<file path="src/design/dmaif_pkg.sv">
// dma event flag registers: shared constants, bus encodings and helpers
// assumes a 32-bit ahb-lite style system bus and 4 flags per channel
package dmaif_pkg;

   // =====================================================================
   // register bank placement
   localparam logic [31:0] BASE_ADDR   = 32'ha000_0000;
   localparam int          BANK_AW     = 8;
   localparam logic [7:0]  OFF_STATUS  = 8'h00;
   localparam logic [7:0]  OFF_CLEAR   = 8'h04;
   localparam logic [31:0] STATUS_RST  = 32'h0000_0000;
   localparam logic [31:0] CLEAR_RST   = 32'h0000_0000;

   // =====================================================================
   // per-channel field layout inside the status and clear words
   localparam int FLD_ANY   = 0;
   localparam int FLD_DONE  = 1;
   localparam int FLD_HALF  = 2;
   localparam int FLD_FAULT = 3;
   localparam int FLD_W     = 4;
   localparam int MAX_CHAN  = 8;

   // =====================================================================
   // bus encodings
   localparam logic [2:0] HSIZE_WORD = 3'h2;
   localparam logic       HRESP_OKAY = 1'b0;
   localparam logic       HRESP_ERR  = 1'b1;

   typedef enum logic [1:0] {
      ST_IDLE,
      ST_ERR_WAIT,
      ST_ERR_DONE
   } dmaif_bus_state_t;

   // bit position of one flag of one channel
   function automatic int flag_index(input int chan, input int fld);
      return chan * FLD_W + fld;
   endfunction

endpackage

</file>
<file path="src/design/dmaif_chan_flags.sv">
// one channel's four sticky event flags
// assumes event strobes and clear bits are synchronous one-cycle pulses
`timescale 1ns/1ps
module dmaif_chan_flags (
   // clock and reset
   input  wire logic       sys_clk,
   input  wire logic       rst,
   // hardware events
   input  wire logic       done_evt,
   input  wire logic       half_evt,
   input  wire logic       fault_evt,
   // software clear, one bit per flag
   input  wire logic [3:0] clr,
   // flags: any, done, half, fault
   output logic      [3:0] flags
);

   // =====================================================================
   // flag update
   logic [3:0] flags_r;
   logic [3:0] flags_nxt;
   wire  [3:0] set_w;

   assign set_w[dmaif_pkg::FLD_ANY]   =
      done_evt | half_evt | fault_evt;
   assign set_w[dmaif_pkg::FLD_DONE]  = done_evt;
   assign set_w[dmaif_pkg::FLD_HALF]  = half_evt;
   assign set_w[dmaif_pkg::FLD_FAULT] = fault_evt;

   // a set in the clearing cycle wins so no event is lost
   assign flags_nxt = (flags_r & ~clr) | set_w;

   always_ff @(posedge sys_clk or posedge rst) begin
      if (rst) begin
         flags_r <= 4'h0;
      end else begin
         flags_r <= flags_nxt;
      end
   end

   assign flags = flags_r;

   // =====================================================================
   // checks
   set_wins_a: assert property (
      @(posedge sys_clk) disable iff (rst)
      ((set_w & clr) != 4'h0)
      |=> ((flags_r & $past(set_w & clr)) == $past(set_w & clr)))
      else $error("event lost against a same-cycle clear");

   any_follows_a: assert property (
      @(posedge sys_clk) disable iff (rst)
      (fault_evt || half_evt || done_evt)
      |=> flags_r[dmaif_pkg::FLD_ANY])
      else $error("any-event flag not set by an event");

   clear_works_a: assert property (
      @(posedge sys_clk) disable iff (rst)
      (clr[dmaif_pkg::FLD_FAULT] && !fault_evt)
      |=> !flags_r[dmaif_pkg::FLD_FAULT])
      else $error("fault flag survived its clear");

   hold_no_clear_a: assert property (
      @(posedge sys_clk) disable iff (rst)
      (flags_r[dmaif_pkg::FLD_HALF] && !clr[dmaif_pkg::FLD_HALF])
      |=> flags_r[dmaif_pkg::FLD_HALF])
      else $error("halfway flag dropped without a clear");

endmodule

</file>
<file path="src/design/dmaif_regs.sv">
// dma event status and flag clear registers on the system bus
// assumes a 32-bit ahb-lite master, channel event strobes of one cycle
// and channel setup registers outside that hold the interrupt gates
`timescale 1ns/1ps
module dmaif_regs #(
   parameter int NUM_CHAN = 8
) (
   // clock and reset
   input  wire logic                sys_clk,
   input  wire logic                rst,
   // system bus slave
   input  wire logic                hsel,
   input  wire logic [31:0]         haddr,
   input  wire logic [1:0]          htrans,
   input  wire logic                hwrite,
   input  wire logic [2:0]          hsize,
   input  wire logic [31:0]         hwdata,
   input  wire logic                hready,
   output logic      [31:0]         hrdata,
   output logic                     hreadyout,
   output logic                     hresp,
   // channel events from the transfer engine
   input  wire logic [NUM_CHAN-1:0] transfer_done_event,
   input  wire logic [NUM_CHAN-1:0] halfway_event,
   input  wire logic [NUM_CHAN-1:0] transfer_fault_event,
   // interrupt gates from each channel_setup_reg
   input  wire logic [NUM_CHAN-1:0] done_irq_gate,
   input  wire logic [NUM_CHAN-1:0] halfway_irq_gate,
   input  wire logic [NUM_CHAN-1:0] fault_irq_gate,
   // channel control back to the setup registers
   output logic      [NUM_CHAN-1:0] chan_disable,
   output logic      [NUM_CHAN-1:0] chan_irq
);

   localparam int SW = NUM_CHAN * dmaif_pkg::FLD_W;

   // refused at elaboration: the status word has room for eight channels
   generate
      if (NUM_CHAN < 1 || NUM_CHAN > dmaif_pkg::MAX_CHAN) begin : g_bad_chan
         $error("NUM_CHAN must lie between 1 and 8");
      end
   endgenerate

   // =====================================================================
   // address phase decode
   wire        acc_w;
   wire        in_bank_w;
   wire        bad_size_w;
   wire        ok_acc_w;
   wire [7:0]  off_w;
   wire        off_status_w;
   wire        off_clear_w;

   assign acc_w      = hsel & hready & htrans[1];
   assign in_bank_w  = haddr[31:dmaif_pkg::BANK_AW]
                     == dmaif_pkg::BASE_ADDR[31:dmaif_pkg::BANK_AW];
   assign off_w      = haddr[dmaif_pkg::BANK_AW-1:0];
   // only word accesses are served; narrower ones answer with an error
   assign bad_size_w = acc_w
                     & ((hsize != dmaif_pkg::HSIZE_WORD)
                        | (haddr[1:0] != 2'h0));
   assign ok_acc_w     = acc_w & ~bad_size_w & in_bank_w;
   assign off_status_w = off_w == dmaif_pkg::OFF_STATUS;
   assign off_clear_w  = off_w == dmaif_pkg::OFF_CLEAR;

   // =====================================================================
   // error response sequencer
   dmaif_pkg::dmaif_bus_state_t state_r;
   dmaif_pkg::dmaif_bus_state_t state_nxt;

   always_comb begin
      state_nxt = state_r;
      case (state_r)
         dmaif_pkg::ST_IDLE: begin
            if (bad_size_w) begin
               state_nxt = dmaif_pkg::ST_ERR_WAIT;
            end
         end
         dmaif_pkg::ST_ERR_WAIT: begin
            state_nxt = dmaif_pkg::ST_ERR_DONE;
         end
         dmaif_pkg::ST_ERR_DONE: begin
            if (bad_size_w) begin
               state_nxt = dmaif_pkg::ST_ERR_WAIT;
            end else begin
               state_nxt = dmaif_pkg::ST_IDLE;
            end
         end
         default: begin
            state_nxt = dmaif_pkg::ST_IDLE;
         end
      endcase
   end

   always_ff @(posedge sys_clk or posedge rst) begin
      if (rst) begin
         state_r <= dmaif_pkg::ST_IDLE;
      end else begin
         state_r <= state_nxt;
      end
   end

   // two-cycle error: first with wait, second completing
   assign hreadyout = state_r != dmaif_pkg::ST_ERR_WAIT;
   assign hresp     = (state_r == dmaif_pkg::ST_IDLE)
                    ? dmaif_pkg::HRESP_OKAY : dmaif_pkg::HRESP_ERR;

   // =====================================================================
   // write path: clear pattern is taken in the data phase and applied
   // one cycle later, so a clear lands two edges after its address phase
   logic        wr_clear_r;
   logic [31:0] clear_r;
   logic [31:0] clear_nxt;

   // writes to the status offset select nothing and are dropped
   assign clear_nxt = wr_clear_r ? hwdata : dmaif_pkg::CLEAR_RST;

   always_ff @(posedge sys_clk or posedge rst) begin
      if (rst) begin
         wr_clear_r <= 1'b0;
         clear_r    <= dmaif_pkg::CLEAR_RST;
      end else begin
         wr_clear_r <= ok_acc_w & hwrite & off_clear_w;
         clear_r    <= clear_nxt;
      end
   end

   // =====================================================================
   // channel flag storage
   // nets, since every channel drives its own slice
   wire [31:0]         status_w;
   wire [NUM_CHAN-1:0] irq_w;

   genvar c;
   generate
      for (c = 0; c < NUM_CHAN; c++) begin : g_chan
         wire [3:0] flags_w;
         dmaif_chan_flags u_flags (
            .sys_clk   (sys_clk),
            .rst       (rst),
            .done_evt  (transfer_done_event[c]),
            .half_evt  (halfway_event[c]),
            .fault_evt (transfer_fault_event[c]),
            .clr       (clear_r[c*dmaif_pkg::FLD_W +: dmaif_pkg::FLD_W]),
            .flags     (flags_w)
         );
         // four bits per channel, any/done/halfway/fault upward
         assign status_w[c*dmaif_pkg::FLD_W +: dmaif_pkg::FLD_W] =
            flags_w;

         // separate gates per event kind feed one channel line
         assign irq_w[c] =
              (flags_w[dmaif_pkg::FLD_DONE]  & done_irq_gate[c])
            | (flags_w[dmaif_pkg::FLD_HALF]  & halfway_irq_gate[c])
            | (flags_w[dmaif_pkg::FLD_FAULT] & fault_irq_gate[c]);

         layout_a: assert property (
            @(posedge sys_clk) disable iff (rst)
            transfer_done_event[c]
            |=> status_w[dmaif_pkg::flag_index(c, dmaif_pkg::FLD_DONE)]
                && status_w[dmaif_pkg::flag_index(c, dmaif_pkg::FLD_ANY)])
            else $error("done event not shown at its status bit");

         fault_disable_a: assert property (
            @(posedge sys_clk) disable iff (rst)
            transfer_fault_event[c]
            |=> chan_disable[c] && (chan_irq[c] || !fault_irq_gate[c]))
            else $error("fault did not disable the channel or gate its irq");

         disable_pulse_a: assert property (
            @(posedge sys_clk) disable iff (rst)
            !transfer_fault_event[c] |=> !chan_disable[c])
            else $error("channel disabled without a fault");

         irq_gated_a: assert property (
            @(posedge sys_clk) disable iff (rst)
            (!done_irq_gate[c] && !halfway_irq_gate[c] && !fault_irq_gate[c])
            |-> !chan_irq[c])
            else $error("channel irq raised with all gates closed");

         irq_open_a: assert property (
            @(posedge sys_clk) disable iff (rst)
            (flags_w[dmaif_pkg::FLD_HALF] && halfway_irq_gate[c])
            |-> chan_irq[c])
            else $error("open halfway gate did not raise the channel irq");
      end
      if (SW < 32) begin : g_pad
         assign status_w[31:SW] = '0;
      end
   endgenerate

   assign chan_irq = irq_w;

   // =====================================================================
   // fault handling: drop the channel enable the cycle after the fault
   logic [NUM_CHAN-1:0] chan_disable_r;

   always_ff @(posedge sys_clk or posedge rst) begin
      if (rst) begin
         chan_disable_r <= '0;
      end else begin
         chan_disable_r <= transfer_fault_event;
      end
   end

   assign chan_disable = chan_disable_r;

   // =====================================================================
   // read path: the status word is sampled in the address phase, so a
   // clear still in flight from the previous write is not yet visible
   logic [31:0] hrdata_r;
   logic [31:0] rdata_nxt;

   assign rdata_nxt = (ok_acc_w & ~hwrite & off_status_w)
                    ? status_w : 32'h0000_0000;

   always_ff @(posedge sys_clk or posedge rst) begin
      if (rst) begin
         hrdata_r <= dmaif_pkg::STATUS_RST;
      end else if (acc_w) begin
         hrdata_r <= rdata_nxt;
      end
   end

   assign hrdata = hrdata_r;

   // =====================================================================
   // checks
   status_reset_a: assert property (
      @(posedge sys_clk)
      $fell(rst) |-> (status_w == dmaif_pkg::STATUS_RST))
      else $error("status word not zero after reset");

   clear_reads_zero_a: assert property (
      @(posedge sys_clk) disable iff (rst)
      (ok_acc_w && !hwrite && off_clear_w) |=> (hrdata == 32'h0000_0000))
      else $error("clear register read returned nonzero");

   status_read_a: assert property (
      @(posedge sys_clk) disable iff (rst)
      (ok_acc_w && !hwrite && off_status_w) |=> (hrdata == $past(status_w)))
      else $error("status read returned stale data");

   rdata_hold_a: assert property (
      @(posedge sys_clk) disable iff (rst)
      !acc_w |=> $stable(hrdata))
      else $error("read data changed without a transfer");

   bank_decode_a: assert property (
      @(posedge sys_clk) disable iff (rst)
      (acc_w && !in_bank_w && hwrite) |=> !wr_clear_r)
      else $error("write outside the bank reached the clear register");

   bank_read_a: assert property (
      @(posedge sys_clk) disable iff (rst)
      (acc_w && !in_bank_w && !hwrite) |=> (hrdata == 32'h0000_0000))
      else $error("read outside the bank returned nonzero");

   okay_answer_a: assert property (
      @(posedge sys_clk) disable iff (rst)
      ok_acc_w |=> (hreadyout && !hresp))
      else $error("word access did not get a zero-wait okay");

   status_write_a: assert property (
      @(posedge sys_clk) disable iff (rst)
      (acc_w && hwrite && off_status_w) |=> !wr_clear_r)
      else $error("write to the status word started a clear");

   clear_path_a: assert property (
      @(posedge sys_clk) disable iff (rst)
      (ok_acc_w && hwrite && off_clear_w) |=> wr_clear_r
      ##1 (clear_r == $past(hwdata)))
      else $error("clear pattern not applied two edges after address");

   clear_idle_a: assert property (
      @(posedge sys_clk) disable iff (rst)
      !wr_clear_r |=> (clear_r == dmaif_pkg::CLEAR_RST))
      else $error("clear pattern active without a write");

   bad_size_err_a: assert property (
      @(posedge sys_clk) disable iff (rst)
      bad_size_w |=> (!hreadyout && hresp) ##1 (hreadyout && hresp))
      else $error("narrow access did not get a two-cycle error");

   bad_size_nowr_a: assert property (
      @(posedge sys_clk) disable iff (rst)
      bad_size_w |=> !wr_clear_r)
      else $error("errored access started a clear");

endmodule

</file>
<file path="config.mk">
export PLATFORM = sky130hd
export DESIGN_NAME = dmaif_regs
export DESIGN_NICKNAME = d
export VERILOG_FILES = /design/src/design/dmaif_pkg.sv /design/src/design/dmaif_chan_flags.sv /design/src/design/dmaif_regs.sv
export SDC_FILE = /design/constraint.sdc
export NUM_CORES = 1
export LEC_CHECK = 0
export ABC_CLOCK_PERIOD_IN_PS = 8460
export BUFFER_PORTS_ARGS = -buffer_cell sky130_fd_sc_hd__buf_4
export CORE_MARGIN = 3
export CORE_UTILIZATION = 45
export DETAILED_ROUTE_END_ITERATION = 16
export GPL_TIMING_DRIVEN = 0
export PLACE_DENSITY_LB_ADDON = 0.2
export SLEW_MARGIN = 15
export SYNTH_ARGS = -nofsm -noshare
export SYNTH_HDL_FRONTEND = slang
export SYNTH_SLANG_ARGS = --single-unit
</file>
<file path="constraint.sdc">
create_clock -name sys_clk -period 8.46 [get_ports sys_clk]
set_input_delay 0.846 -clock sys_clk [delete_from_list [all_inputs] [get_ports sys_clk]]
set_output_delay 0.846 -clock sys_clk [all_outputs]
set_load 0.1 [all_outputs]
</file>
==> results.sh, run 1 <==
export IMPL_rsz0062_at_grt="no"
export IMPL_fin_skew_ns=0.0129
export IMPL_routedWlPerCell_um=15.0
export IMPL_arrival_ns=1.62
export IMPL_tns_ns=0
export IMPL_place_congestion=0.799
export IMPL_crit_fanout=1
export IMPL_htree_levels=3
export IMPL_dpl_cell_count=567
export IMPL_first_iter_violations=79
export IMPL_synth_top_area_share_pct=68.3
export IMPL_min_period_over_period_pct=29.2
export IMPL_core_mm2=0.00834
export IMPL_path_clk_slew_ns=0.11
export IMPL_netlist_top_cell_by_area="dfrtp_1"
export IMPL_cts_tree="built"
export IMPL_via_count=2850
export IMPL_slew_viol_final=0
export IMPL_start_kind="input port"
export IMPL_fmax_ghz=0.405
export IMPL_ys_top_cells_by_area="dfrtp_1, a22o_2, and2_1"
export IMPL_p_per_area_mw_per_mm2=163
export IMPL_maxSlewHeadroom_pct=65.5
export IMPL_synth_top_family_by_area="compound AO/OA/AOI/OAI gates"
export IMPL_hpwl_mm=6.78
export IMPL_syn_to_final_growth_pct=41.4
export IMPL_synthArstFlopShare_pct=100
export IMPL_dr_pass1_iters=5
export IMPL_final_hold_violation_count=0
export IMPL_synth_compound_area_share_pct=16.0
export IMPL_cts_buffers=9
export IMPL_ys_flop_type="dfrtp_1"
export IMPL_synth_xor_area_share_pct=0
export IMPL_antenna_found_initial=0
export IMPL_hp_class="reg2reg"
export IMPL_cts_buffer_depth=2
export IMPL_hold_buffers=0
export IMPL_ioPinCount=172
export IMPL_remaining_drc_errors=0
export IMPL_r2r_slack_ns=7.47
export IMPL_yosysSeqAreaShare_pct=68.3
export IMPL_synth_mux_area_share_pct=0
export IMPL_wl_mm=8.73
export IMPL_syn_cell_area_mm2=0.00392
export IMPL_die_w_um=99.4
export IMPL_rows=33
export IMPL_ys_types=21
export IMPL_worst_ep_required_time_ns=7.61
export IMPL_final_nets=595
export IMPL_synth_most_common_cell="dfrtp_1"
export IMPL_path_class="in2out"
export IMPL_dieArea_mm2=0.00987
export IMPL_synth_edf_count=0
export IMPL_ys_ff_latch=107
export IMPL_vdd_ir_drop_max_mv=0.0930
export IMPL_synth_simple_gate_area_share_pct=10.3
export IMPL_grt_overflow_total=0
export IMPL_drive_gt1_share_pct=47.3
export IMPL_vias_per_cell=4.89
export IMPL_synth_fa_ha_area_share_pct=0
export IMPL_setup_viol=0
export IMPL_cts_root_buffer="clkbuf_8"
export IMPL_outcome="complete, no violations"
export IMPL_grt_pass1_wl_mm=14.2
export IMPL_maxCapViolCount=0
export IMPL_yosysWarnings=0
export IMPL_syn_num_nets=413
export IMPL_period_minus_slack_ns=2.47
export IMPL_final_core_utilization_pct=66.5
export IMPL_grt_pass1_vias=3048
export IMPL_worstMarginPinSlew_ns=0.518
export IMPL_end_kind="primary output"
export IMPL_grt_use_total_pct=18.2
export IMPL_grt_max_degree=65
export IMPL_post_cts_setup_buffer_count=0
export IMPL_cts_resized=0
export IMPL_ant_nets=0
export IMPL_clock_sinks=107
export IMPL_antennaDiodeCount=0
export IMPL_avgSynthCellArea_um2=13.5
export IMPL_ys_top_cells_by_count="dfrtp_1, inv_1, and2_1, a22o_2, a21o_1"
export IMPL_synth_cells=291
export IMPL_die_h_um=99.4
export IMPL_port_buffers=170
export IMPL_p_leak_uw=0.00271
export IMPL_clk_latency_ns=0.35
export IMPL_finalNonFillerCells=583
export IMPL_start_util_pct=47.0
[registers in the layout, summed over array words and instances, names as in the netlist]
name	count
clear_r	32
g_chan.u_flags.flags	32
hrdata	32
chan_disable	8
state_r	2
wr_clear_r	1
[through the flow]
step / total power (µW) / setup WS (ns) / hold WS (ns) / instance area (µm²)
2_1_floorplan: 568 / 4.80 / 0.400 / 3920
3_3_place_gp: 623 / 3.72 / 0.406 / 5330
3_5_place_dp: 627 / 5.99 / 0.407 / 5360
4_1_cts: 913 / 5.99 / 0.421 / 5550
5_1_grt: 941 / 5.91 / 0.434 / 5550
6_report: 903 / 5.99 / 0.415 / 5550
[kinds of logic (layout without fill, tap and decap cells)]
logic type      count (synthesis)  after routing
simple gates                   60             60
compound gates                 73             73
flops                         107            107
buf+inv                        51            238
[where the power goes]
| group | switching [µW] | internal, µW |
|---|---|---|
| clock network | 168 | 120 |
| logic | 56.6 | 44.8 |
| registers | 0.698 | 513 |
| total | 225 | 678 |
[metal layers]
| metal | wire length, µm | GRT usage, % | vias to the layer above |
|---|---|---|---|
| met5 | 0 | 0 | - |
| met4 | 78 | 4.94 | 0 |
| met3 | 554 | 3.72 | 8 |
| met2 | 4690 | 33.1 | 94 |
| met1 | 3410 | 22.1 | 1382 |
| li1 | - | - | 1366 |
[final timing paths]
kind / from / to / depth (start not counted)
max: done_irq_gate[2] / chan_irq[2] / 4
min: clear_r[4]$_DFF_PP0_ / g_chan[1].u_flags.flags[0]$_DFF_PP0_ / 1
max reg2reg: wr_clear_r$_DFF_PP0_ / clear_r[4]$_DFF_PP0_ / 2
min reg2reg: clear_r[4]$_DFF_PP0_ / g_chan[1].u_flags.flags[0]$_DFF_PP0_ / 1
max in group asynchronous: rst / hrdata[12]$_DFFE_PP0P_ / 3
min in group asynchronous: rst / g_chan[0].u_flags.flags[1]$_DFF_PP0_ / 2
[cell usage in the layout, fill, tap and decap left out, types with 2 or more instances in the layout]
cell type,instances
dfrtp_1,107
a222oi_1,8
clkinv_4,2
nand3b_1,2
buf_4,170
a22o_2,31
clkbuf_1,7
a21o_1,24
inv_1,41
o21ai_0,8
nor4b_1,2
nand4_1,2
or2_2,2
buf_6,3
nor3_1,9
nor4_4,2
and2_1,32
inv_6,4
nor4_1,6
clkbuf_8,10
[final cells by class]
| class | instances | area, µm² |
|---|---|---|
| fillers | 661 | 2790 |
| repair buffers | 171 | 1300 |
| well taps | 105 | 131 |
| inverters | 42 | 163 |
| multi-input cells | 133 | 1030 |
| plain buffers | 9 | 56.3 |
| flip-flops and latches | 107 | 2680 |
| clock buffers | 11 | 141 |
| clock inverters | 5 | 43.8 |
[critical path, stage by stage]
cell and delay [ns]:
buf_4 0.11, a222oi_1 0.35, inv_1 0.08, buf_4 0.24
Note: power is estimated with default switching activity, not from simulation.
==> run 2, diff against run 1 <==
ABC_CLOCK_PERIOD_IN_PS = 2600   (was 8460)
clock period = 2.6 ns   (was 8.46 ns; I/O delays follow)
==> results.sh, run 2 (synthesis gave the netlist of run 1 again) <==
export IMPL_cts_buffer_depth=2
export IMPL_post_cts_setup_buffer_count=0
export IMPL_dr_pass1_iters=4
export IMPL_finalNonFillerCells=588
export IMPL_period_minus_slack_ns=1.66
export IMPL_dpl_cell_count=570
export IMPL_hpwl_mm=7.23
export IMPL_vdd_ir_drop_max_mv=0.285
export IMPL_path_clk_slew_ns=0.10
export IMPL_maxSlewHeadroom_pct=64.4
export IMPL_worstReg2RegStart="wr_clear_r$_DFF_PP0_"
export IMPL_tns_ns=0
export IMPL_grt_pass1_wl_mm=14.9
export IMPL_rows=33
export IMPL_routedWlPerCell_um=15.7
export IMPL_die_w_um=99.4
export IMPL_crit_fanout=3
export IMPL_outcome="complete, no violations"
export IMPL_grt_max_degree=29
export IMPL_dieArea_mm2=0.00987
export IMPL_wl_mm=9.24
export IMPL_slew_viol_final=0
export IMPL_drive_gt1_share_pct=47.6
export IMPL_p_leak_uw=0.00275
export IMPL_place_congestion=0.767
export IMPL_final_core_utilization_pct=67.6
export IMPL_critPathCapture="chan_irq[1]"
export IMPL_grt_pass1_vias=3011
export IMPL_dpl_cell_area_mm2=0.00544
export IMPL_end_kind="primary output"
export IMPL_final_common_cell="buf_4"
export IMPL_start_kind="register"
export IMPL_grt_overflow_total=0
export IMPL_cts_root_buffer="clkbuf_8"
export IMPL_final_area_mm2=0.00564
export IMPL_worst_ep_required_time_ns=2.34
export IMPL_final_nets=600
export IMPL_maxCapViolCount=0
export IMPL_remaining_drc_errors=0
export IMPL_place_ws_ns=0.720
export IMPL_ff_latch_area_mm2=0.00268
export IMPL_syn_to_final_growth_pct=43.9
export IMPL_fmax_ghz=0.602
export IMPL_arrival_ns=1.40
export IMPL_min_period_over_period_pct=63.9
export IMPL_multiInputGateArea_mm2=0.00103
export IMPL_timing_rr_end="clear_r[20]$_DFF_PP0_"
export IMPL_grt_use_total_pct=19.4
export IMPL_final_hold_violation_count=0
export IMPL_reg2reg_depth=2
export IMPL_first_iter_violations=78
export IMPL_ioPinCount=172
export IMPL_finalWorstSetupSlack_ns=0.939
export IMPL_fillCellCount=637
export IMPL_port_buffers=170
export IMPL_antennaDiodeCount=0
export IMPL_cts_buffers=9
export IMPL_ant_nets=0
export IMPL_clock_sinks=107
export IMPL_cts_tree="built"
export IMPL_die_h_um=99.4
export IMPL_clk_latency_ns=0.36
export IMPL_core_mm2=0.00834
export IMPL_critical_path_startpoint="g_chan[1].u_flags.flags[1]$_DFF_PP0_"
export IMPL_setup_viol=0
export IMPL_via_count=2910
export IMPL_fin_skew_ns=0.00746
export IMPL_htree_levels=3
export IMPL_p_per_area_mw_per_mm2=525
export IMPL_start_util_pct=47.0
export IMPL_r2r_slack_ns=1.57
export IMPL_vias_per_cell=4.95
export IMPL_antenna_found_initial=0
export IMPL_final_cell_mix="buf_4, dfrtp_1, inv_1"
export IMPL_worstMarginPinSlew_ns=0.535
export IMPL_rsz0062_at_grt="no"
export IMPL_hp_class="in2reg"
export IMPL_path_class="reg2out"
[run 2: cell types whose count changed in the layout (fill, tap and decap cells not counted)]
cell and change:
clkinv_2 +1, buf_16 +2, clkinvlp_4 +3, buf_12 +1, inv_8 +1, clkinv_4 -1
clkbuf_1 -1, inv_6 -3, dlygate4sd3_1 +2
[run 2: power breakdown]
part           internal (µW)  switching (µW)  total, µW
Clock                    385             555        940
Sequential              1670            2.24       1670
Combinational            159             188        347
[run 2: critical path, cell delays in order (launching register included)]
cell and delay, ns:
dfrtp_1 0.42, a222oi_1 0.32, inv_1 0.07, buf_4 0.23
[run 2: how the worst min path moves through the flow]
stage / cells after the start / to / slack, ns / from
floorplan: 0 / chan_disable[0]$_DFF_PP0_ / 0.29 / transfer_fault_event[0]
global placement: 1 / chan_disable[6]$_DFF_PP0_ / 0.39 / transfer_fault_event[6]
detailed placement: 2 / state_r[0]$_DFFE_PP0P_ / 0.28 / rst
CTS: 1 / chan_disable[6]$_DFF_PP0_ / 0.001 / transfer_fault_event[6]
global route: 1 / chan_disable[1]$_DFF_PP0_ / 0.001 / transfer_fault_event[1]
finish: 1 / chan_disable[3]$_DFF_PP0_ / 0.03 / transfer_fault_event[3]
[run 2: area by class of cell]
cell class | instances | area share, %
inverter | 42 | 2.86
timing repair buffer | 176 | 24.8
sequential | 107 | 47.5
multi-input combinational | 133 | 18.3
clock buffer | 10 | 2.44
buffer | 9 | 0.998
tap | 105 | 2.33
clock inverter | 6 | 0.865
[run 2: per-layer routing]
metal,GRT usage [%],routed length [µm]
met1,22.8,3610
met2,34.9,4930
met5,0,0
met4,6.83,96
met3,4.21,604
[run 2: repair_timing]
item	CTS	global route
hold buffers	1	1
gates resized for setup	0	0
hold endpoints to repair	13	1
[run 2: per-stage QoR]
step / power, µW / hold slack (ns)
floorplan: 1850 / 0.291
global placement: 2030 / 0.388
detailed placement: 2050 / 0.279
CTS: 3000 / 0.00115
global route: 3090 / 0.00120
finish: 2960 / 0.0270
==> run 3, diff against run 2 <==
ABC_CLOCK_PERIOD_IN_PS = 1700   (was 2600)
clock period = 1.7 ns   (was 2.6 ns; I/O delays follow)
==> results.sh, run 3 (synthesis gave the netlist of run 1 again) <==
export IMPL_rows=33
export IMPL_fillCellCount=597
export IMPL_grt_pass1_vias=3131
export IMPL_final_core_utilization_pct=70.6
export IMPL_dpl_cell_area_mm2=0.00544
export IMPL_crit_fanout=10
export IMPL_p_per_area_mw_per_mm2=776
export IMPL_start_util_pct=47.0
export IMPL_hold_start="hwdata[26]"
export IMPL_ioPinCount=172
export IMPL_vdd_ir_drop_max_mv=0.432
export IMPL_port_buffers=170
export IMPL_worst_ep_required_time_ns=2.00
export IMPL_maxSlewHeadroom_pct=64.0
export IMPL_dr_pass1_iters=5
export IMPL_via_count=3027
export IMPL_setup_viol=0
export IMPL_p_leak_uw=0.00285
export IMPL_antennaDiodeCount=0
export IMPL_tns_ns=0
export IMPL_ff_latch_area_mm2=0.00268
export IMPL_worstReg2RegStart="wr_clear_r$_DFF_PP0_"
export IMPL_first_iter_violations=97
export IMPL_critical_path_startpoint="hsize[1]"
export IMPL_rsz0062_at_grt="no"
export IMPL_grt_pass1_wl_mm=15.4
export IMPL_fmax_ghz=0.634
export IMPL_final_area_mm2=0.00589
export IMPL_worstMarginPinSlew_ns=0.539
export IMPL_clock_sinks=107
export IMPL_path_class="in2reg"
export IMPL_hp_class="in2reg"
export IMPL_path_clk_slew_ns=0.10
export IMPL_clk_latency_ns=0.36
export IMPL_htree_levels=3
export IMPL_multiInputGateArea_mm2=0.00103
export IMPL_vias_per_cell=4.94
export IMPL_final_nets=625
export IMPL_final_cell_mix="buf_4, dfrtp_1, inv_1"
export IMPL_outcome="complete, no violations"
export IMPL_final_hold_violation_count=0
export IMPL_start_kind="input port"
export IMPL_ant_nets=0
export IMPL_period_minus_slack_ns=1.58
export IMPL_grt_max_degree=29
export IMPL_hpwl_mm=7.23
export IMPL_remaining_drc_errors=0
export IMPL_grt_use_total_pct=20.0
export IMPL_slew_viol_final=0
export IMPL_die_h_um=99.4
export IMPL_routedWlPerCell_um=15.7
export IMPL_maxCapViolCount=0
export IMPL_wl_mm=9.60
export IMPL_cts_buffer_depth=2
export IMPL_fin_skew_ns=0.00744
export IMPL_drive_gt1_share_pct=45.3
export IMPL_min_period_over_period_pct=92.7
export IMPL_cts_root_buffer="clkbuf_8"
export IMPL_cts_tree="built"
export IMPL_dieArea_mm2=0.00987
export IMPL_antenna_found_initial=0
export IMPL_die_w_um=99.4
export IMPL_core_mm2=0.00834
export IMPL_final_common_cell="buf_4"
export IMPL_end_kind="register"
export IMPL_grt_overflow_total=0
export IMPL_place_congestion=0.767
export IMPL_cts_buffers=9
export IMPL_cts_resized=0
export IMPL_arrival_ns=1.87
export IMPL_syn_to_final_growth_pct=50.3
[run 3: changes by cell type in the layout (fill, tap and decap cells not counted), sizes merged]
cell | before | now
dlygate4sd3 | 2 | 27
[run 3: critical path, cell delays in order]
cell	delay, ns
dlygate4sd3_1	0.52
buf_4	0.11
nand4_1	0.18
nor4_4	0.53
buf_6	0.22
a22o_2	0.14
[run 3: what timing repair did]
| action | 4_1_cts | 5_1_grt |
|---|---|---|
| setup buffers | 0 | 0 |
| hold buffers | 27 | 0 |
| endpoints found under the hold margin | 44 | 0 |
[run 3: final timing paths]
path / endpoint / slack, ns / cells past startpoint
hold / removal: clear_r[26]$_DFF_PP0_ / 0.02 / 2
setup reg to reg: clear_r[20]$_DFF_PP0_ / 0.66 / 2
hold reg to reg: g_chan[2].u_flags.flags[0]$_DFF_PP0_ / 0.42 / 1
setup / recovery: hrdata[23]$_DFFE_PP0P_ / 0.12 / 6
max in group asynchronous: hrdata[12]$_DFFE_PP0P_ / 0.54 / 6
min in group asynchronous: hrdata[7]$_DFFE_PP0P_ / 0.36 / 3
[run 3: layout make-up]
cell class / instances / share of cell area [%]
plain buffers: 9 / 0.956
clock buffers: 10 / 2.34
clock inverters: 6 / 0.828
inverters: 42 / 2.74
multi-input cells: 133 / 17.5
flip-flops and latches: 107 / 45.4
well taps: 105 / 2.23
repair buffers: 201 / 28.0
[run 3: per-layer routing]
layer | global-route usage, % | wire length, µm | vias to the layer above
met4 | 6.83 | 94 | 0
met3 | 3.72 | 557 | 10
met2 | 36.6 | 5210 | 109
met5 | 0 | 0 | -
li1 | - | - | 1428
met1 | 23.7 | 3740 | 1480
[run 3: through the flow]
step / instances / hold slack, ns / setup slack [ns] / power [µW]
final: 613 / 0.0187 / 0.124 / 4570
after global routing: 613 / 0.00119 / 0.0326 / 4780
after CTS: 613 / 0.00210 / 0.0954 / 4640
after detailed placement: 570 / 0.189 / -0.0898 / 3140
after global placement: 566 / 0.298 / -0.402 / 3100
after floorplan: 291 / 0.201 / 0.242 / 2830
[run 3: power breakdown]
group	internal, µW	total, µW	switching [µW]
clock network	588	1430	844
registers	2550	2560	3.51
logic	281	580	299
total	3420	4570	1150
